$ cat src/design/dmarr_pkg.sv
// Notes on behaviour
// Each channel has a 3-bit request selector.
// Per-channel bit gates acknowledge at pin.
// Acknowledge never routed to on-chip peripherals.
// External masters cannot reach internal peripherals.
// Peripheral moves use device addresses, two cycles.
// Selected timer pulses each trigger a transfer.
// Channel 1 external use excludes serial 1.
// Bit 7 masks channel 1 acknowledge pin.
// Channel 1 field bits 6-4 source codes.
// Channel 0 field bits 2-0 source codes.
// Bit 3 masks channel 0 acknowledge pin.
// 000 external, 100 timer, 101-111 reserved.
package dmarr_pkg;
   localparam logic [15:0] CFG_OFFSET = 16'hf830;
   localparam logic [7:0] CFG_RESET = 8'h00;
   localparam int CH1_MASK_BIT = 7;
   localparam int CH1_SRC_LSB = 4;
   localparam int CH0_MASK_BIT = 3;
   localparam int CH0_SRC_LSB = 0;
   localparam int SRC_WIDTH = 3;
   localparam logic [2:0] SRC_EXTERNAL = 3'h0;
   localparam logic [2:0] SRC_PERIPH_A = 3'h1;
   localparam logic [2:0] SRC_PERIPH_B = 3'h2;
   localparam logic [2:0] SRC_PERIPH_C = 3'h3;
   localparam logic [2:0] SRC_TIMER = 3'h4;
   localparam logic [1:0] RESP_OKAY = 2'h0;
   localparam logic [1:0] RESP_SLVERR = 2'h2;
endpackage

$ cat src/design/dmarr_channel_mux.sv
`timescale 1ns/1ps
`default_nettype none
// Selects one channel's request and gates its acknowledge pin.
module dmarr_channel_mux (
   input wire logic aclk,
   input wire logic aresetn,
   input wire logic [2:0] source_sel,
   input wire logic ack_mask,
   input wire logic external_req,
   input wire logic periph_a_req,
   input wire logic periph_b_req,
   input wire logic periph_c_req,
   input wire logic timer_out,
   input wire logic ack_from_dma_n,
   output logic request_to_dma,
   output logic channel_ack_pin_n,
   output logic channel_ack_oe
);
   logic [1:0] ext_sync_reg;
   logic timer_prev_reg;
   logic req_next;

   // Only the pin is asynchronous; the other sources share aclk.
   always_ff @(posedge aclk) begin
      if (!aresetn) begin
         ext_sync_reg <= 2'h0;
         timer_prev_reg <= 1'b0;
      end else begin
         ext_sync_reg <= {ext_sync_reg[0], external_req};
         timer_prev_reg <= timer_out;
      end
   end

   // Source decode; reserved codes give no request.
   always_comb begin
      // selector decode
      unique case (source_sel)
         dmarr_pkg::SRC_EXTERNAL: req_next = ext_sync_reg[1];
         // peripheral sources
         dmarr_pkg::SRC_PERIPH_A: req_next = periph_a_req;
         dmarr_pkg::SRC_PERIPH_B: req_next = periph_b_req;
         dmarr_pkg::SRC_PERIPH_C: req_next = periph_c_req;
         // timer pulse edge
         dmarr_pkg::SRC_TIMER: req_next = timer_out & ~timer_prev_reg;
         default: req_next = 1'b0;
      endcase
   end

   always_ff @(posedge aclk) begin
      if (!aresetn) begin
         request_to_dma <= 1'b0;
      end else begin
         request_to_dma <= req_next;
      end
   end

   // pin-only acknowledge gate
   always_ff @(posedge aclk) begin
      if (!aresetn) begin
         channel_ack_pin_n <= 1'b1;
         channel_ack_oe <= 1'b0;
      end else begin
         channel_ack_pin_n <= ack_from_dma_n | ack_mask;
         channel_ack_oe <= ~ack_mask;
      end
   end
endmodule // dmarr_channel_mux
`default_nettype wire

$ cat src/design/dmarr_top.sv
// Decided for this implementation: the AXI4-Lite slave port.
`timescale 1ns/1ps
`default_nettype none
// ************************************************************
// DMA request routing with AXI4-Lite configuration.
// ************************************************************
module dmarr_top (
   input wire logic aclk,
   input wire logic aresetn,
   input wire logic [15:0] s_axi_awaddr,
   input wire logic s_axi_awvalid,
   output logic s_axi_awready,
   input wire logic [31:0] s_axi_wdata,
   input wire logic [3:0] s_axi_wstrb,
   input wire logic s_axi_wvalid,
   output logic s_axi_wready,
   output logic [1:0] s_axi_bresp,
   output logic s_axi_bvalid,
   input wire logic s_axi_bready,
   input wire logic [15:0] s_axi_araddr,
   input wire logic s_axi_arvalid,
   output logic s_axi_arready,
   output logic [31:0] s_axi_rdata,
   output logic [1:0] s_axi_rresp,
   output logic s_axi_rvalid,
   input wire logic s_axi_rready,
   input wire logic external_request_ch0,
   input wire logic external_request_ch1,
   input wire logic serial0_receive_buffer_full,
   input wire logic serial1_receive_buffer_full,
   input wire logic serial0_transmit_buffer_empty,
   input wire logic serial1_transmit_buffer_empty,
   input wire logic sync_serial_rx_full,
   input wire logic sync_serial_tx_empty,
   input wire logic timer1_output,
   input wire logic timer2_output,
   input wire logic dma_ack0_n,
   input wire logic dma_ack1_n,
   output logic dma_request0,
   output logic dma_request1,
   output logic channel0_ack_pin_n,
   output logic channel0_ack_oe,
   output logic channel1_ack_pin_n,
   output logic channel1_ack_oe,
   output logic [2:0] ch0_request_source,
   output logic [2:0] ch1_request_source
);
   logic [7:0] cfg_reg;
   logic aw_have_reg, w_have_reg;
   logic [15:0] awaddr_reg;
   logic [7:0] wdata_reg;
   logic wstrb0_reg;

   function automatic logic hits_cfg(input logic [15:0] a);
      hits_cfg = (a[15:2] == dmarr_pkg::CFG_OFFSET[15:2]);
   endfunction

   // Write channels are held until both halves are in, then one response.
   assign s_axi_awready = ~aw_have_reg & ~s_axi_bvalid;
   assign s_axi_wready = ~w_have_reg & ~s_axi_bvalid;

   always_ff @(posedge aclk) begin
      if (!aresetn) begin
         aw_have_reg <= 1'b0;
         w_have_reg <= 1'b0;
         awaddr_reg <= 16'h0;
         wdata_reg <= 8'h0;
         wstrb0_reg <= 1'b0;
         s_axi_bvalid <= 1'b0;
         s_axi_bresp <= dmarr_pkg::RESP_OKAY;
      end else begin
         if (s_axi_awvalid && s_axi_awready) begin
            aw_have_reg <= 1'b1;
            awaddr_reg <= s_axi_awaddr;
         end
         if (s_axi_wvalid && s_axi_wready) begin
            w_have_reg <= 1'b1;
            wdata_reg <= s_axi_wdata[7:0];
            wstrb0_reg <= s_axi_wstrb[0];
         end
         if (aw_have_reg && w_have_reg) begin
            aw_have_reg <= 1'b0;
            w_have_reg <= 1'b0;
            s_axi_bvalid <= 1'b1;
            s_axi_bresp <= hits_cfg(awaddr_reg) ? dmarr_pkg::RESP_OKAY
                                                : dmarr_pkg::RESP_SLVERR;
         end else if (s_axi_bvalid && s_axi_bready) begin
            s_axi_bvalid <= 1'b0;
         end
      end
   end

   // Configuration register; only byte lane 0 carries the 8 bits.
   always_ff @(posedge aclk) begin
      if (!aresetn) begin
         cfg_reg <= dmarr_pkg::CFG_RESET;
      end else if (aw_have_reg && w_have_reg && hits_cfg(awaddr_reg) && wstrb0_reg) begin
         cfg_reg <= wdata_reg;
      end
   end

   // Reads answer one cycle after the address is taken.
   assign s_axi_arready = ~s_axi_rvalid;

   always_ff @(posedge aclk) begin
      if (!aresetn) begin
         s_axi_rvalid <= 1'b0;
         s_axi_rdata <= 32'h0;
         s_axi_rresp <= dmarr_pkg::RESP_OKAY;
      end else if (s_axi_arvalid && s_axi_arready) begin
         s_axi_rvalid <= 1'b1;
         s_axi_rdata <= hits_cfg(s_axi_araddr) ? {24'h0, cfg_reg} : 32'h0;
         s_axi_rresp <= hits_cfg(s_axi_araddr) ? dmarr_pkg::RESP_OKAY
                                               : dmarr_pkg::RESP_SLVERR;
      end else if (s_axi_rvalid && s_axi_rready) begin
         s_axi_rvalid <= 1'b0;
      end
   end

   // DMA-side addressing only
   // Requests are only routed here; the controller makes every address, so a
   // peripheral move is always its two-cycle transaction, never a flyby.
   // Current selectors shown as state outputs.
   assign ch0_request_source = cfg_reg[dmarr_pkg::CH0_SRC_LSB +: dmarr_pkg::SRC_WIDTH];
   assign ch1_request_source = cfg_reg[dmarr_pkg::CH1_SRC_LSB +: dmarr_pkg::SRC_WIDTH];

   // channel 0 routing
   dmarr_channel_mux u_ch0 (
      .aclk(aclk),
      .aresetn(aresetn),
      .source_sel(ch0_request_source),
      .ack_mask(cfg_reg[dmarr_pkg::CH0_MASK_BIT]),
      .external_req(external_request_ch0),
      .periph_a_req(serial0_receive_buffer_full),
      .periph_b_req(serial1_transmit_buffer_empty),
      .periph_c_req(sync_serial_tx_empty),
      .timer_out(timer1_output),
      .ack_from_dma_n(dma_ack0_n),
      .request_to_dma(dma_request0),
      .channel_ack_pin_n(channel0_ack_pin_n),
      .channel_ack_oe(channel0_ack_oe)
   );

   // channel 1 routing
   dmarr_channel_mux u_ch1 (
      .aclk(aclk),
      .aresetn(aresetn),
      .source_sel(ch1_request_source),
      .ack_mask(cfg_reg[dmarr_pkg::CH1_MASK_BIT]),
      .external_req(external_request_ch1),
      .periph_a_req(serial1_receive_buffer_full),
      .periph_b_req(serial0_transmit_buffer_empty),
      .periph_c_req(sync_serial_rx_full),
      .timer_out(timer2_output),
      .ack_from_dma_n(dma_ack1_n),
      .request_to_dma(dma_request1),
      .channel_ack_pin_n(channel1_ack_pin_n),
      .channel_ack_oe(channel1_ack_oe)
   );

   // ************************************************************
   // Checks on routing and the bus answer.
   // ************************************************************

   // mask check
   AST_CH1_MASK: assert property (@(posedge aclk) disable iff (!aresetn)
      cfg_reg[7] |=> channel1_ack_pin_n) else $error("ch1 ack not masked");
   // mask check
   AST_CH0_MASK: assert property (@(posedge aclk) disable iff (!aresetn)
      cfg_reg[3] |=> channel0_ack_pin_n) else $error("ch0 ack not masked");
   // reserved code
   AST_RSV0: assert property (@(posedge aclk) disable iff (!aresetn)
      ch0_request_source[2] && ch0_request_source[1:0] != 2'h0 |=> !dma_request0)
      else $error("reserved ch0 code requested");
   // reserved code
   AST_RSV1: assert property (@(posedge aclk) disable iff (!aresetn)
      ch1_request_source[2] && ch1_request_source[1:0] != 2'h0 |=> !dma_request1)
      else $error("reserved ch1 code requested");
   // timer pulse
   AST_TMR1: assert property (@(posedge aclk) disable iff (!aresetn)
      ch1_request_source == 3'h4 && $rose(timer2_output) |=> dma_request1)
      else $error("timer pulse lost");
   // timer pulse
   AST_TMR0: assert property (@(posedge aclk) disable iff (!aresetn)
      ch0_request_source == 3'h4 && $rose(timer1_output) |=> dma_request0)
      else $error("ch0 timer pulse lost");
   // peripheral source
   AST_SRC1: assert property (@(posedge aclk) disable iff (!aresetn)
      ch1_request_source == 3'h1 |=> dma_request1 == $past(serial1_receive_buffer_full))
      else $error("ch1 source wrong");
   // peripheral source
   AST_SRC1_TBE: assert property (@(posedge aclk) disable iff (!aresetn)
      ch1_request_source == 3'h2 |=> dma_request1 == $past(serial0_transmit_buffer_empty))
      else $error("ch1 transmit source wrong");
   // peripheral source
   AST_SRC0: assert property (@(posedge aclk) disable iff (!aresetn)
      ch0_request_source == 3'h3 |=> dma_request0 == $past(sync_serial_tx_empty))
      else $error("ch0 source wrong");
   // peripheral source
   AST_SRC0_RBF: assert property (@(posedge aclk) disable iff (!aresetn)
      ch0_request_source == 3'h1 |=> dma_request0 == $past(serial0_receive_buffer_full))
      else $error("ch0 receive source wrong");
   // external path
   AST_EXT0: assert property (@(posedge aclk) disable iff (!aresetn)
      ch0_request_source == 3'h0 && external_request_ch0 ##1 external_request_ch0
      && ch0_request_source == 3'h0 ##1 ch0_request_source == 3'h0 |=> dma_request0)
      else $error("external request lost");
   // enable follows
   AST_OE1: assert property (@(posedge aclk) disable iff (!aresetn)
      !cfg_reg[7] |=> channel1_ack_oe) else $error("ch1 ack not driven");
   // enable follows
   AST_OE0: assert property (@(posedge aclk) disable iff (!aresetn)
      !cfg_reg[3] |=> channel0_ack_oe) else $error("ch0 ack not driven");
   // A response must stand until the master takes it.
   AST_BVALID_HOLD: assert property (@(posedge aclk) disable iff (!aresetn)
      s_axi_bvalid && !s_axi_bready |=> s_axi_bvalid) else $error("write response dropped");
   AST_RVALID_HOLD: assert property (@(posedge aclk) disable iff (!aresetn)
      s_axi_rvalid && !s_axi_rready |=> s_axi_rvalid) else $error("read response dropped");
endmodule // dmarr_top
`default_nettype wire

$ cat config.mk
export PLATFORM = sky130hd
export DESIGN_NAME = dmarr_top
export DESIGN_NICKNAME = d
export VERILOG_FILES = /design/src/design/dmarr_pkg.sv /design/src/design/dmarr_channel_mux.sv /design/src/design/dmarr_top.sv
export SDC_FILE = /design/constraint.sdc
export NUM_CORES = 1
export LEC_CHECK = 0
export ABC_AREA = 0
export BUFFER_PORTS_ARGS = -buffer_cell sky130_fd_sc_hd__buf_2
export CELL_PAD_IN_SITES_DETAIL_PLACEMENT = 0
export CELL_PAD_IN_SITES_GLOBAL_PLACEMENT = 1
export CORE_MARGIN = 10
export CORE_UTILIZATION = 27
export DETAILED_ROUTE_END_ITERATION = 8
export PLACE_DENSITY_LB_ADDON = 0.25
export SETUP_SLACK_MARGIN = 0.4
export SYNTH_ARGS = -nofsm -noshare
export SYNTH_HDL_FRONTEND = slang
export SYNTH_SLANG_ARGS = --single-unit
export TNS_END_PERCENT = 50
$ cat constraint.sdc
create_clock -name aclk -period 1.6 [get_ports aclk]
set_input_delay 0.08 -clock aclk [delete_from_list [all_inputs] [get_ports aclk]]
set_output_delay 0.08 -clock aclk [all_outputs]
set_load 0.005 [all_outputs]
After elaboration in Yosys (flattened, before gate mapping)
Index checks and enable logic that the tools add are counted.

Output and inout port bits: 53. Bits in registers: 85. Logic and storage cells: 68. Input port bits: 87.

Reduce and logical (&&, ||, !) cells: 13. Muxes and demuxes: 9. Equality and inequality tests: 10. Bitwise gates (word level): 15.

Operators with widths (count): 14-bit == test, second input constant (2); 3-bit by 2-bit == test with 1-bit output, second input constant (4); 1-bit case mux with 5 select lines (2); 1-bit NOT (9); 1-bit logical AND (8); 8-bit 2-to-1 mux (1); 3-bit by 1-bit == test with 1-bit output, second input constant (2); 3-bit == test, second input constant (2); 3-bit zero test (2); 1-bit bitwise AND (4); 1-bit 2-to-1 mux (4); 2-bit 2-to-1 mux (2); 2-bit nonzero test (2); 1-bit OR (2); 2-bit OR reduction (1).

Depth between registers and ports, before layout
Word-level depth: 3. Mapped depth: 6. Depth with buffers taken out: 4.

Cells and area by module
A second synthesis with hierarchy kept.

Cell total of the unflattened synthesis: 261. Area total of the unflattened synthesis: 2429.8 µm².

By module, submodules not included: dmarr_top (cells an instance 231, seq. area each 900.9 µm², area each 2034.5 µm², instances 1); dmarr_channel_mux (cells an instance 15, seq. area each 120.1 µm², area each 197.7 µm², instances 2).

Least setup slack after synthesis
Ideal clock, no wire load.

Path type: register to register. From: register awaddr_reg[8]. To: register cfg_reg[0]. Setup time: 0.072 ns. Required time: 1.528 ns. Arrival: 1.540 ns. Period minus slack after synthesis: 1.612 ns. Setup slack: -0.012 ns. Stages on the path, launching flop included: 6. Buffers on the path: 1. Cell sequence: dfxtp_1 or4b_1 nor4_2 and2_1 buf_6 mux2i_1.

Longest elaborated chain between the ends: 3.

Ends and longest elaborated chain: start: declaration (RTL line dmarr_top.sv:50) `logic [15:0] awaddr_reg;`; start signal: assignment (RTL line dmarr_top.sv:74) `awaddr_reg <= s_axi_awaddr;`; 14-bit == test (RTL line dmarr_top.sv:55) `hits_cfg = (a[15:2] == dmarr_pkg::CFG_OFFSET[15:2]);`; 1-bit logical AND (2 in a row) (RTL line dmarr_top.sv:97) `end else if (aw_have_reg && w_have_reg && hits_cfg(awaddr_reg) && wstrb0_reg) begin`; end signal: assignment (RTL line dmarr_top.sv:96) `cfg_reg <= dmarr_pkg::CFG_RESET;`; end signal: assignment (RTL line dmarr_top.sv:98) `cfg_reg <= wdata_reg;`; end: declaration (RTL line dmarr_top.sv:48) `logic [7:0] cfg_reg;`.

No other way between the ends. A chain may end at the register's enable or synchronous reset.

Worst setup path in the final report
From: register awaddr_reg[8]. To: register cfg_reg[1].

Same word-level chain as after synthesis.

==> results.json <==
{
  "path_cells": "or4b_4 > nor4_4 > and2_4 > buf_12 > mux2i_1",
  "cts_root_buf": "clkbuf_8",
  "gr-usage-met3_pct": 4.51,
  "ys_types": 29,
  "rsz0062_at_grt": "yes",
  "largest_reg_flops": 14,
  "synthCells": 260,
  "gp_congestion": 0.718,
  "worstReg2RegEnd": "cfg_reg[1]$_SDFFE_PN0P_",
  "use_met2_pct": 14.2,
  "fin_skew_ns": 0.00893,
  "chipHeight_um": 114,
  "fin_crit_sh_pct": 101,
  "start_kind": "flop",
  "worstSetupEndpointType": "flop",
  "grt_usage_pct": 10.2,
  "first_global_vias": 2152,
  "nets": 469,
  "vias": 2080,
  "cap_violations": 0,
  "drt-total-wl_mm": 6.52,
  "die_x_um": 114,
  "coreArea_mm2": 0.00864,
  "dp_hpwl_mm": 4.70,
  "drtIter0Drc": 92,
  "crit_required_ns": 1.86,
  "io-pin-count": 140,
  "place_ws_ns": -0.0738,
  "critPathMaxStageDelay_ns": 0.54,
  "power_density_mw_per_mm2": 956,
  "hold_depth": 3,
  "antenna_found_initial": 0,
  "worst_skew_pair.late_latency_ns": 0.34,
  "crit_path_top_delay_cell": "or4b_4",
  "routedWlPerCell_um": 13.2,
  "num_antenna_cells": 0,
  "hp-class": "input port to flop",
  "cp.arrival_ns": 1.87,
  "portBuffers": 82,
  "maxSlewViolCount": 0,
  "r2r_slack_ns": -0.01,
  "start_util_pct": 27.6,
  "final_layout_size_suffix_gt1_share_pct": 35.4,
  "clkTransAtPathRegs_ns": 0.07,
  "rows": 34,
  "rr_worst_depth": 5,
  "grt.met1_usage_pct": 13.3,
  "grt_pass1_wl_mm": 10.8,
  "area_growth_pct": 47.7,
  "cts_buffers": 9,
  "synthesis.area_mm2": 0.00238,
  "clock_path_buffers": 2,
  "synth_warnings": 0,
  "hold_viol_final": 0,
  "cp_num_buf_inv": 1,
  "fmax_mhz": 621,
  "post-route-util_pct": 40.7,
  "p_leak_nw": 1.54,
  "critPathMaxFanout": 8,
  "syn_area_per_cell_um2": 9.15,
  "grt_max_degree": 62,
  "rr_startpoint": "awaddr_reg[8]$_SDFFE_PN0P_",
  "cts_tree": "done",
  "drc": 0,
  "violations": "negative setup slack",
  "status": "finished with violations",
  "avgViaCountPerCell": 4.20,
  "top_usage_layer": "met2",
  "drtAntennaViolNets": 0,
  "hold-worst-slack_ns": 0.0238,
  "synth-seq-area-share_pct": 47.9,
  "setup_viol": 1,
  "drt_pass1_iterations": 6,
  "synth-seq-cells": 57,
  "overflow": 0,
  "ir_drop_mv": 0.341,
  "die-area_mm2": 0.0130,
  "clock-sinks": 57,
  "hp-start": "s_axi_bready",
  "cp_top_family": "simple AND/OR/NAND/NOR gates",
  "hold_end": "s_axi_bvalid$_SDFFE_PN0P_",
  "fin_ws_ns": -0.0105,
  "fin_crit_ns": 1.61,
  "htreeDepth": 3,
  "critical_path_class": "flop to flop"
}
[cells in the final DEF (no fill, tap or decap), types with 2 or more instances in the layout]
master         count
nor2_4             3
nor2b_1           12
nand2_2            2
dfxtp_2            4
buf_6              3
nor4_4             2
buf_12             2
nand2b_1           3
buf_2             82
nor2_1             4
buf_4              7
a21boi_1           3
o21a_1             2
and2_4             2
mux2i_1            8
or4b_4             3
mux4_2             2
nand4b_1           2
nor4_1             2
bufinv_16          2
nand2_1           67
conb_1            26
dlygate4sd3_1     31
and2_1             7
dfxtp_1           53
inv_1              2
a21boi_0          21
a22oi_2            8
clkbuf_8           9
clkinv_2           3
[stage by stage]
step	area, um2	std cells	power (W)	setup TNS, ns
after floorplan	2480	285	0.00176	0
after global placement	2870	445	0.00184	-0.250
after detailed placement	2870	445	0.00185	-0.424
after CTS	3470	493	0.00340	-0.0704
after global routing	3520	495	0.00355	-0.806
final	3520	495	0.00336	-0.0105
[worst max-delay path by stage]
stage	from	endpoint	cells after the start
floorplan	awaddr_reg[8]$_SDFFE_PN0P_	cfg_reg[0]$_SDFFE_PN0P_	5
global placement	awaddr_reg[8]$_SDFFE_PN0P_	cfg_reg[1]$_SDFFE_PN0P_	5
detailed placement	awaddr_reg[8]$_SDFFE_PN0P_	cfg_reg[1]$_SDFFE_PN0P_	5
CTS	awaddr_reg[8]$_SDFFE_PN0P_	cfg_reg[1]$_SDFFE_PN0P_	5
global route	awaddr_reg[8]$_SDFFE_PN0P_	cfg_reg[7]$_SDFFE_PN0P_	5
finish	awaddr_reg[8]$_SDFFE_PN0P_	cfg_reg[1]$_SDFFE_PN0P_	5
[Yosys cell counts]
master     count  area share [%]
a21oi_1        1            0.21
a22oi_1        8             2.5
mux2i_1        8             3.4
nor2_1         7             1.1
nor2b_1       12             3.2
clkbuf_1      12             1.9
dfxtp_1       57              48
or4bb_1        1            0.47
nor4_2         1            0.53
nor3b_1        1            0.32
mux4_2         2             1.9
o211a_1        1            0.42
buf_6          1            0.47
buf_4         26             8.2
nor4_4         1            0.89
o21a_1         2            0.63
nand2_1       69              11
nor4_1         2            0.53
a21boi_0      24             7.6
and2_1         9             2.4
inv_1          2            0.32
or4b_4         1            0.58
nand2b_1       4             1.1
conb_1         1            0.16
nand4b_1       2            0.74
nand4_1        1            0.26
nand4bb_1      1            0.47
o21ai_0        1            0.21
or4b_1         2            0.84
[per-layer routing]
| layer | vias to the layer above | wire, um |
|---|---|---|
| li1 | 1058 | - |
| met1 | 925 | 3120 |
| met3 | 10 | 599 |
| met5 | - | 0 |
| met4 | 0 | 89 |
| met2 | 87 | 2710 |
[tightest hold or removal path, cell delays in order]
cell and delay (ns):
buf_2 0.07, nand2b_1 0.09, a21boi_0 0.07
[logic make-up after synthesis]
kind of cell / Yosys count / share of synthesized area, %
AO/OA/AOI/OAI: 37 / 11.6
other: 1 / 0.158
AND/OR/NAND/NOR: 114 / 24.2
flip-flops: 57 / 47.9
buffers and inverters: 41 / 10.9
multiplexers: 10 / 5.26
[area by class of cell]
cell class                      count  area (um2)
Fill cell                         913        5120
Multi-Input combinational cell    187        1170
Sequential cell                    57        1150
Timing Repair Buffer              125         847
Tap cell                          108         135
Clock buffer                       10         128
Clock inverter                      6        82.6
Inverter                            2        7.51
[report_power, final]
part	internal, W	switching [W]	leakage [nW]	total, W
Clock	0.000869	0.000586	0.106	0.00145
Combinational	0.000206	0.000180	0.961	0.000386
Sequential	0.00149	0.0000339	0.468	0.00152
[repair_timing]
action                                  CTS  global route
endpoints found under the setup margin   45            37
pin swaps                                 8             3
hold buffers                             30             1
gates cloned                              1             0
gates resized for setup                  22            12
endpoints found under the hold margin    29             1
buffers inserted                          1             1
(Power assumes the default switching activity.)
